**src/rtl/csr_pkg.sv**
```systemverilog
// Purpose: shared constants and types of the register access block
// Assumes: byte addresses on an 8-bit register port with 32-bit data
// Notes:   every offset, field position, reset value and mask lives here once
package csr_pkg;

    // ****************************************
    // register port geometry
    // ****************************************
    localparam int          ADDR_W       = 8;          // byte address width
    localparam logic [3:0]  BE_FULL      = 4'hf;       // all four lanes enabled

    // ****************************************
    // register offsets (byte addresses)
    // ****************************************
    localparam logic [7:0]  ADDR_STA_LO  = 8'h00;      // station address bytes 0..3
    localparam logic [7:0]  ADDR_STA_HI  = 8'h04;      // station address bytes 4..5
    localparam logic [7:0]  ADDR_ETYPE   = 8'h08;      // two ethertype fields
    localparam logic [7:0]  ADDR_CTRL    = 8'h0c;      // control
    localparam logic [7:0]  ADDR_STATUS  = 8'h10;      // clear-on-read events
    localparam logic [7:0]  ADDR_CNT_LO  = 8'h14;      // frame counter bits 31:0
    localparam logic [7:0]  ADDR_CNT_HI  = 8'h18;      // frame counter bits 63:32

    // ****************************************
    // control register fields
    // ****************************************
    localparam int          CTRL_EN_BIT     = 0;       // block enable
    localparam int          CTRL_SPD_LSB    = 1;       // speed field, two bits
    localparam int          CTRL_AVAL_BIT   = 3;       // station address programmed
    localparam logic [31:0] CTRL_WR_MASK    = 32'h0000_0007;  // software-writable bits
    localparam logic [31:0] CTRL_RST        = 32'h0000_0000;  // reset value

    // ****************************************
    // status register fields
    // ****************************************
    localparam int          STAT_RX_BIT     = 0;       // receive event seen
    localparam int          STAT_WRAP_BIT   = 1;       // counter low word wrapped
    localparam logic [31:0] STAT_RST        = 32'h0000_0000;

    // ****************************************
    // data register reset values
    // ****************************************
    localparam logic [31:0] STA_LO_RST      = 32'h0000_0000;
    localparam logic [15:0] STA_HI_RST      = 16'h0000;
    localparam logic [31:0] ETYPE_RST       = 32'h0000_0000;
    localparam logic [63:0] CNT_RST         = 64'h0000_0000_0000_0000;

    // ****************************************
    // wire serialiser
    // ****************************************
    localparam int          SER_BYTES       = 8;       // bytes per transmission
    localparam int          SER_BITS        = SER_BYTES * 8;
    localparam logic [6:0]  SER_CNT_RST     = 7'h00;

    // access sequencer states
    typedef enum logic [0:0] {
        acc_idle,
        acc_answer
    } csr_acc_state_type;

endpackage

```
**src/rtl/csr_wire_ser.sv**
```systemverilog
// Purpose: shifts a fixed group of bytes onto a one-bit wire
// Assumes: load only while busy is low
// Notes:   lowest byte leaves first, each byte least significant bit first
`timescale 1ns/1ps
`default_nettype none
module csr_wire_ser (
    // clock and reset
    input  wire logic                          clock_in,
    input  wire logic                          rst_b_in,
    // load side
    input  wire logic                          load_in,
    input  wire logic [csr_pkg::SER_BITS-1:0]  data_in,
    output logic                               busy_out,
    // wire side
    output logic                               bit_out,
    output logic                               valid_out
);

    // ****************************************
    // state
    // ****************************************
    typedef struct packed {
        logic [csr_pkg::SER_BITS-1:0] sh;     // shift image, bit 0 next out
        logic [6:0]                   cnt;    // bits still to send
        logic                         bit_o;  // registered wire bit
        logic                         vld;    // registered wire valid
    } csr_ser_type;

    csr_ser_type q_ff;
    csr_ser_type nxt_q;

    // next state: a plain right shift keeps lsb-first at every byte boundary
    always_comb begin
        nxt_q = q_ff;
        if (load_in && q_ff.cnt == csr_pkg::SER_CNT_RST) begin
            nxt_q.bit_o = data_in[0];
            nxt_q.sh    = data_in >> 1;
            nxt_q.cnt   = 7'(csr_pkg::SER_BITS - 1);
            nxt_q.vld   = 1'b1;
        end else if (q_ff.cnt != csr_pkg::SER_CNT_RST) begin
            nxt_q.bit_o = q_ff.sh[0];
            nxt_q.sh    = q_ff.sh >> 1;
            nxt_q.cnt   = q_ff.cnt - 7'h01;
            nxt_q.vld   = 1'b1;
        end else begin
            nxt_q.vld   = 1'b0;
            nxt_q.bit_o = 1'b0;
        end
    end

    // state register
    always_ff @(posedge clock_in or negedge rst_b_in) begin
        if (!rst_b_in) begin
            q_ff <= '0;
        end else begin
            q_ff <= nxt_q;
        end
    end

    assign bit_out   = q_ff.bit_o;
    assign valid_out = q_ff.vld;
    assign busy_out  = q_ff.vld;
endmodule
`default_nettype wire

```
**src/rtl/csr_access.sv**
```systemverilog
// Purpose: register bank keeping the host access conventions of the controller
// Assumes: one register access at a time on the register port
// Notes:   a taken request answers with a one-cycle done one edge later
//
// Operation
// - wire bytes ascend, each byte lsb first; here ethertype lane 1 leaves before lane 0, lanes 3:2 are not sent
// - station address stored host little-endian order
// - ethertype fields stored network big-endian order
// - registers are 32 bits, written whole
// - partial-lane writes are dropped entirely
// - reads return all 32 bits always
// - partial read still clears clear-on-read register
// - reserved fields are read-only, keep init
// - wide counters split into 32-bit registers
// - only one access in flight at once
// - nvm, autoneg, reflected writes override defaults
// - undefined registers programmed before use
`timescale 1ns/1ps
`default_nettype none
module csr_access (
    // clock and reset
    input  wire logic                          clock_in,
    input  wire logic                          rst_b_in,
    // register port
    input  wire logic                          acc_req_in,
    input  wire logic                          acc_wr_in,
    input  wire logic [csr_pkg::ADDR_W-1:0]    acc_addr_in,
    input  wire logic [3:0]                    acc_be_in,
    input  wire logic [31:0]                   acc_wdata_in,
    output logic [31:0]                        acc_rdata_out,
    output logic                               acc_done_out,
    output logic                               acc_busy_out,
    // hardware events
    input  wire logic                          rx_event_in,
    input  wire logic                          frame_count_in,
    // default overrides
    input  wire logic                          nvm_load_in,
    input  wire logic                          nvm_valid_in,
    input  wire logic [31:0]                   nvm_data_in,
    input  wire logic                          an_done_in,
    input  wire logic [1:0]                    an_speed_in,
    // control outputs
    output logic                               ctrl_enable_out,
    output logic [1:0]                         ctrl_speed_out,
    // wire side
    input  wire logic                          tx_start_in,
    output logic                               wire_bit_out,
    output logic                               wire_valid_out
);

    // ****************************************
    // state
    // ****************************************
    typedef struct packed {
        csr_pkg::csr_acc_state_type st;       // access sequencer
        logic [31:0]                rdata;    // read answer
        logic                       done;     // answer strobe
        logic [31:0]                sta_lo;   // station bytes 0..3
        logic [15:0]                sta_hi;   // station bytes 4..5
        logic [31:0]                etype;    // lanes 1:0 and 3:2 fields
        logic [31:0]                ctrl;     // control
        logic [31:0]                status;   // sticky events
        logic [63:0]                cnt;      // frame counter
        logic                       tx_load;  // serialiser load strobe
    } csr_regs_type;

    csr_regs_type q_ff;                       // registered state
    csr_regs_type nxt_q;                      // next state
    logic         ser_busy;                   // serialiser still sending
    logic         take;                       // request accepted this edge
    logic         wr_full;                    // whole-word write accepted
    logic         rd_take;                    // read accepted
    logic [31:0]  rd_mux;                     // selected read value
    logic [csr_pkg::SER_BITS-1:0] ser_data;   // bytes in wire order

    // requests seen during the answer cycle are ignored, not queued
    assign take    = acc_req_in && (q_ff.st == csr_pkg::acc_idle);
    assign wr_full = take && acc_wr_in && (acc_be_in == csr_pkg::BE_FULL);
    assign rd_take = take && !acc_wr_in;

    // read mux: full word regardless of lanes, zero where nothing lives
    always_comb begin
        unique case (acc_addr_in)
            csr_pkg::ADDR_STA_LO: rd_mux = q_ff.sta_lo;
            csr_pkg::ADDR_STA_HI: rd_mux = {16'h0000, q_ff.sta_hi};
            csr_pkg::ADDR_ETYPE:  rd_mux = q_ff.etype;
            csr_pkg::ADDR_CTRL:   rd_mux = q_ff.ctrl;
            csr_pkg::ADDR_STATUS: rd_mux = q_ff.status;
            csr_pkg::ADDR_CNT_LO: rd_mux = q_ff.cnt[31:0];
            csr_pkg::ADDR_CNT_HI: rd_mux = q_ff.cnt[63:32];
            default:              rd_mux = 32'h0000_0000;
        endcase
    end

    // ****************************************
    // next-state logic
    // ****************************************
    always_comb begin
        nxt_q         = q_ff;
        nxt_q.done    = 1'b0;
        nxt_q.tx_load = 1'b0;

        // access sequencer
        unique case (q_ff.st)
            csr_pkg::acc_idle: begin
                if (take) begin
                    nxt_q.st   = csr_pkg::acc_answer;
                    nxt_q.done = 1'b1;
                end
            end
            csr_pkg::acc_answer: begin
                nxt_q.st = csr_pkg::acc_idle;
            end
        endcase

        // read answer, lanes ignored
        if (rd_take) begin
            nxt_q.rdata = rd_mux;
        end

        // whole-word writes; partial and unmapped writes change nothing
        if (wr_full) begin
            unique case (acc_addr_in)
                csr_pkg::ADDR_STA_LO: begin
                    nxt_q.sta_lo = acc_wdata_in;
                end
                csr_pkg::ADDR_STA_HI: begin
                    nxt_q.sta_hi = acc_wdata_in[15:0];
                    // reflected write marks the address usable
                    nxt_q.ctrl[csr_pkg::CTRL_AVAL_BIT] = 1'b1;
                end
                csr_pkg::ADDR_ETYPE: begin
                    nxt_q.etype = acc_wdata_in;
                end
                csr_pkg::ADDR_CTRL: begin
                    // reserved and reflected bits keep their hardware value
                    nxt_q.ctrl = (acc_wdata_in & csr_pkg::CTRL_WR_MASK) |
                                 (nxt_q.ctrl & ~csr_pkg::CTRL_WR_MASK);
                end
                default: begin
                    nxt_q.rdata = q_ff.rdata;
                end
            endcase
        end

        // autoneg completion reflects its speed into control
        if (an_done_in) begin
            nxt_q.ctrl[csr_pkg::CTRL_SPD_LSB +: 2] = an_speed_in;
        end

        // a valid nvm load has the highest precedence
        if (nvm_load_in && nvm_valid_in) begin
            nxt_q.ctrl = (nvm_data_in & csr_pkg::CTRL_WR_MASK) |
                         (nxt_q.ctrl & ~csr_pkg::CTRL_WR_MASK);
        end

        // status: read clears all bits whatever the lanes, new events win
        if (rd_take && acc_addr_in == csr_pkg::ADDR_STATUS) begin
            nxt_q.status = csr_pkg::STAT_RST;
        end
        if (rx_event_in) begin
            nxt_q.status[csr_pkg::STAT_RX_BIT] = 1'b1;
        end

        // 64-bit counter, software sees it as two words
        if (frame_count_in) begin
            nxt_q.cnt = q_ff.cnt + 64'h0000_0000_0000_0001;
            if (q_ff.cnt[31:0] == 32'hffff_ffff) begin
                nxt_q.status[csr_pkg::STAT_WRAP_BIT] = 1'b1;
            end
        end

        // transmit only once the station address has been programmed
        if (tx_start_in && !ser_busy && !q_ff.tx_load && q_ff.ctrl[csr_pkg::CTRL_AVAL_BIT]) begin
            nxt_q.tx_load = 1'b1;
        end
    end

    // state register
    always_ff @(posedge clock_in or negedge rst_b_in) begin
        if (!rst_b_in) begin
            q_ff.st      <= csr_pkg::acc_idle;
            q_ff.rdata   <= 32'h0000_0000;
            q_ff.done    <= 1'b0;
            q_ff.sta_lo  <= csr_pkg::STA_LO_RST;
            q_ff.sta_hi  <= csr_pkg::STA_HI_RST;
            q_ff.etype   <= csr_pkg::ETYPE_RST;
            q_ff.ctrl    <= csr_pkg::CTRL_RST;
            q_ff.status  <= csr_pkg::STAT_RST;
            q_ff.cnt     <= csr_pkg::CNT_RST;
            q_ff.tx_load <= 1'b0;
        end else begin
            q_ff <= nxt_q;
        end
    end

    // ****************************************
    // wire path
    // ****************************************
    // lanes 0..3 then 4..5 ascend; ethertype lane 1 leaves before lane 0
    assign ser_data = {q_ff.etype[7:0], q_ff.etype[15:8], q_ff.sta_hi, q_ff.sta_lo};

    csr_wire_ser i_csr_wire_ser (
        .clock_in  (clock_in),
        .rst_b_in  (rst_b_in),
        .load_in   (q_ff.tx_load),
        .data_in   (ser_data),
        .busy_out  (ser_busy),
        .bit_out   (wire_bit_out),
        .valid_out (wire_valid_out)
    );

    // outputs straight from the state register
    assign acc_rdata_out   = q_ff.rdata;
    assign acc_done_out    = q_ff.done;
    assign acc_busy_out    = (q_ff.st == csr_pkg::acc_answer);
    assign ctrl_enable_out = q_ff.ctrl[csr_pkg::CTRL_EN_BIT];
    assign ctrl_speed_out  = q_ff.ctrl[csr_pkg::CTRL_SPD_LSB +: 2];
endmodule
`default_nettype wire

```
**config.mk**
```make
export PLATFORM = sky130hd
export DESIGN_NAME = csr_access
export DESIGN_NICKNAME = d
export VERILOG_FILES = /design/src/rtl/csr_pkg.sv /design/src/rtl/csr_wire_ser.sv /design/src/rtl/csr_access.sv
export SDC_FILE = /design/constraint.sdc
export NUM_CORES = 1
export LEC_CHECK = 0
export BUFFER_PORTS_ARGS = -buffer_cell sky130_fd_sc_hd__buf_2
export CORE_MARGIN = 1.5
export CORE_UTILIZATION = 40
export CTS_CLUSTER_DIAMETER = 40
export CTS_CLUSTER_SIZE = 40
export DETAILED_ROUTE_END_ITERATION = 7
export PLACE_DENSITY = 0.61
export SYNTH_ARGS = -nofsm -noshare
export SYNTH_HDL_FRONTEND = slang
export SYNTH_HIERARCHICAL = 1
export SYNTH_SLANG_ARGS = --single-unit
```
**constraint.sdc**
```tcl
create_clock -name clock_in -period 2.5 [get_ports clock_in]
set_input_delay 0.125 -clock clock_in [delete_from_list [all_inputs] [get_ports clock_in]]
set_output_delay 0.125 -clock clock_in [all_outputs]
set_load 0.01 [all_outputs]
```
==> results.toml <==
[detailed_routing]
wl_um = 30700
wl_per_cell_um = 18.6
drt-pass1-iter-count = 5
vias = 8810
drc = 0
routed_via_density = 5.36
ant_nets = 0
drt_iter0_markers = 625

[pwr]
power.leakage_nw = 6.66
power.density_mw_per_mm2 = 686
power_mw = 10.1
vdd_drop_max_mv = 0.446

[timing]
skew_ns = 0.0190
finalCriticalPeriod_ns = 2.34
hold_ws_ns = 0.0101
hold_viol = 0
worst_pin_slew_ns = 0.755
maxSlewViolCount = 0
setup_tns_ns = 0
worst_slack_ns = 0.161
fin_crit_sh_pct = 93.5
rsz0062_at_grt = "false"
max_slew_margin_pct = 49.7
fmax_ghz = 0.428
setup_viol = 0

[finish]
final_cells = 1645
design_area_mm2 = 0.0147
fin_nets = 1314
fill_cells = 2815
ff_latch_area_mm2 = 0.00641
diodes = 0
final_util_pct = 48.1
drive_gt1_share_pct = 25.5
syn2layout_area_growth_pct = 18.9
multi_input_area_mm2 = 0.00532

[logic_synthesis]
synthCells = 1106
ys.flop_type = "dfrtp_1"
async_flop_share_pct = 100
synthesis.nets = 1196
synth_seq_area_share_pct = 51.9
yosysTopAreaCellShare_pct = 51.9
synth_edf_count = 0
ys_top_cells_by_area = "dfrtp_1 52%, mux2_2 8.5%, mux2i_1 7.8%, nand2_1 3.8%, o21ai_0 3.1%"
avgSynthCellArea_um2 = 11.2
ys_ff_latch = 256
synthDistinctLibCells = 64
yosys_warnings = 6
syn_area_mm2 = 0.0124
synth_top_area_cell = "dfrtp_1"

[critical_path]
cp-end-kind = "flop"
critPathMaxFanout = 7
worst_setup_path_start_kind = "flop"
arrival_ns = 2.77
crit_chain = "ha_1 > nand2_1 > or4_1 > or4_4 > nor3_2 > xor2_1"
cp_num_buf_inv = 0
ff2ff_setup_slack_ns = 0.16
path_delay_family = "simple AND/OR/NAND/NOR gates"
max_stage_delay_ns = 0.61
cp_data_required_time_ns = 2.93
slowest_stage = "or4_4"
critPathKind = "flop to flop"

[clock_network]
cts_root_buf = "clkbuf_16"
clk_latency_ns = 0.51
cts_made_buffers = 35
htreeDepth = 2
post-cts-setup-buffers = 0
tritoncts = "built"
cts.clk_slew.worst_paths_ns = 0.06
clkSinkCount = 256
cts_max_path_buffers = 3

[floorplan]
fp.dieW_um = 179
start_util_pct = 40.5
core_area_mm2 = 0.0305
die_area_mm2 = 0.0319
ioPinCount = 127
die_h_um = 179
rows = 64

[placed_design]
place.gp.congestion = 0.841
pre_cts_slack_ns = 0.149
dpl_cell_area_mm2 = 0.0131
portBuffers = 97
dp.cells = 1542
dp.final_hpwl_um = 21600

[global_route]
grt_remaining_overflow = 0
grt_pass1_wl_um = 49100
grt_max_degree = 72
grtUsageTotal_pct = 19.7
grt_antenna_before_repair = 0
grt_pass1_vias = 8768

[job]
drv_cap = 0

[status]
status = "finished, final reports clean"

[hold_path]
hp-class = "input port to flop"
-- per-layer routing --
layer | routed length [um] | share of wire [%] | up-vias | global-route usage, %
li1 | - | - | 4171 | -
met1 | 15100 | 49 | 4408 | 29.4
met2 | 13900 | 45 | 194 | 30.5
met3 | 1200 | 3.9 | 37 | 2.46
met4 | 484 | 1.6 | 0 | 4.72
met5 | 0 | 0 | - | 0
-- worst paths after layout --
check	depth (start not counted)	startpoint	to
max reg2reg	6	q_ff[1]	q_ff[49]
min	3	frame_count_in	q_ff[29]
min in group asynchronous	2	rst_b_in	acc_done_out
max in group asynchronous	3	rst_b_in	q_ff[26]
min reg2reg	1	i_csr_wire_ser/busy_out	q_ff[0]
max	6	q_ff[1]	q_ff[49]
-- synthesized netlist by cell type, drive strengths merged, types with 8 or more instances --
library cell,count
o22ai,13
mux2i,96
a22oi,18
clkbuf,45
xnor2,25
xor2,38
nand3,29
mux2,93
buf,55
a22o,13
nand4,20
nor2,46
inv,8
nor3,31
nand2,126
nor4,15
a221oi,10
dfrtp,256
o21ai,86
-- sequential cells by signal, summed over array words and instances (netlist names) --
register / count
acc_done_out: 1
acc_rdata_out: 32
ctrl_enable_out: 1
ctrl_speed_out: 2
i_csr_wire_ser/bit_out: 1
i_csr_wire_ser/busy_out: 1
i_csr_wire_ser/q_ff: 70
q_ff: 148
-- tightest hold or removal path, delay by kind of cell --
kind                      cells  cell delay [ns]
and+or+nand+nor               1             0.10
buffers and inverters         1             0.18
xor gates and xnor gates      1             0.06
-- power breakdown --
group	total [mW]	internal, mW	switching (mW)
Combinational	0.819	0.334	0.485
Clock	4.84	2.95	1.90
Sequential	4.41	4.27	0.145
Total	10.1	7.54	2.53
-- final cells by class --
| class | instances | area share, % |
|---|---|---|
| clock inverters | 19 | 1.34 |
| repair buffers | 181 | 8.71 |
| well taps | 396 | 3.37 |
| multi-input cells | 742 | 36.3 |
| clock buffers | 43 | 6.45 |
| inverters | 8 | 0.205 |
| flip-flops and latches | 256 | 43.7 |
-- repair_timing --
| item | CTS | global route |
|---|---|---|
| endpoints found under the setup margin | 0 | 0 |
| resized for setup | 0 | 0 |
| hold endpoints to repair | 151 | 0 |
| hold buffers | 41 | 0 |
-- placed cells by master, fill, tap and decap left out, types with 6 or more instances in the layout --
| master | instances |
|---|---|
| buf_2 | 96 |
| nor4_1 | 14 |
| dlygate4sd3_1 | 41 |
| mux2i_1 | 96 |
| o21ai_1 | 10 |
| a221oi_1 | 10 |
| o22ai_1 | 13 |
| nor3_1 | 26 |
| o21ai_0 | 76 |
| mux2_2 | 93 |
| a21oi_1 | 7 |
| nor2_1 | 45 |
| o2bb2ai_1 | 6 |
| buf_4 | 39 |
| dfrtp_1 | 255 |
| and2_1 | 6 |
| inv_6 | 6 |
| xor2_1 | 38 |
| xnor2_1 | 25 |
| clkbuf_16 | 36 |
| nand3_1 | 27 |
| a22oi_1 | 18 |
| nand4_1 | 18 |
| nand2_1 | 126 |
| a22o_1 | 13 |
| inv_1 | 7 |
| and3_1 | 6 |
-- logic make-up (layout without fill, tap and decap cells) --
logic type,after synthesis,after routing,share of synthesized area (%)
simple gates,317,317,13.0
mux,191,191,16.6
fa+ha+maj,2,2,0.203
compound gates,169,169,8.74
flops,256,256,51.9
xor+xnor,63,63,4.47
buf+inv,108,251,5.07
Note: power is estimated with default switching activity, not from simulation.
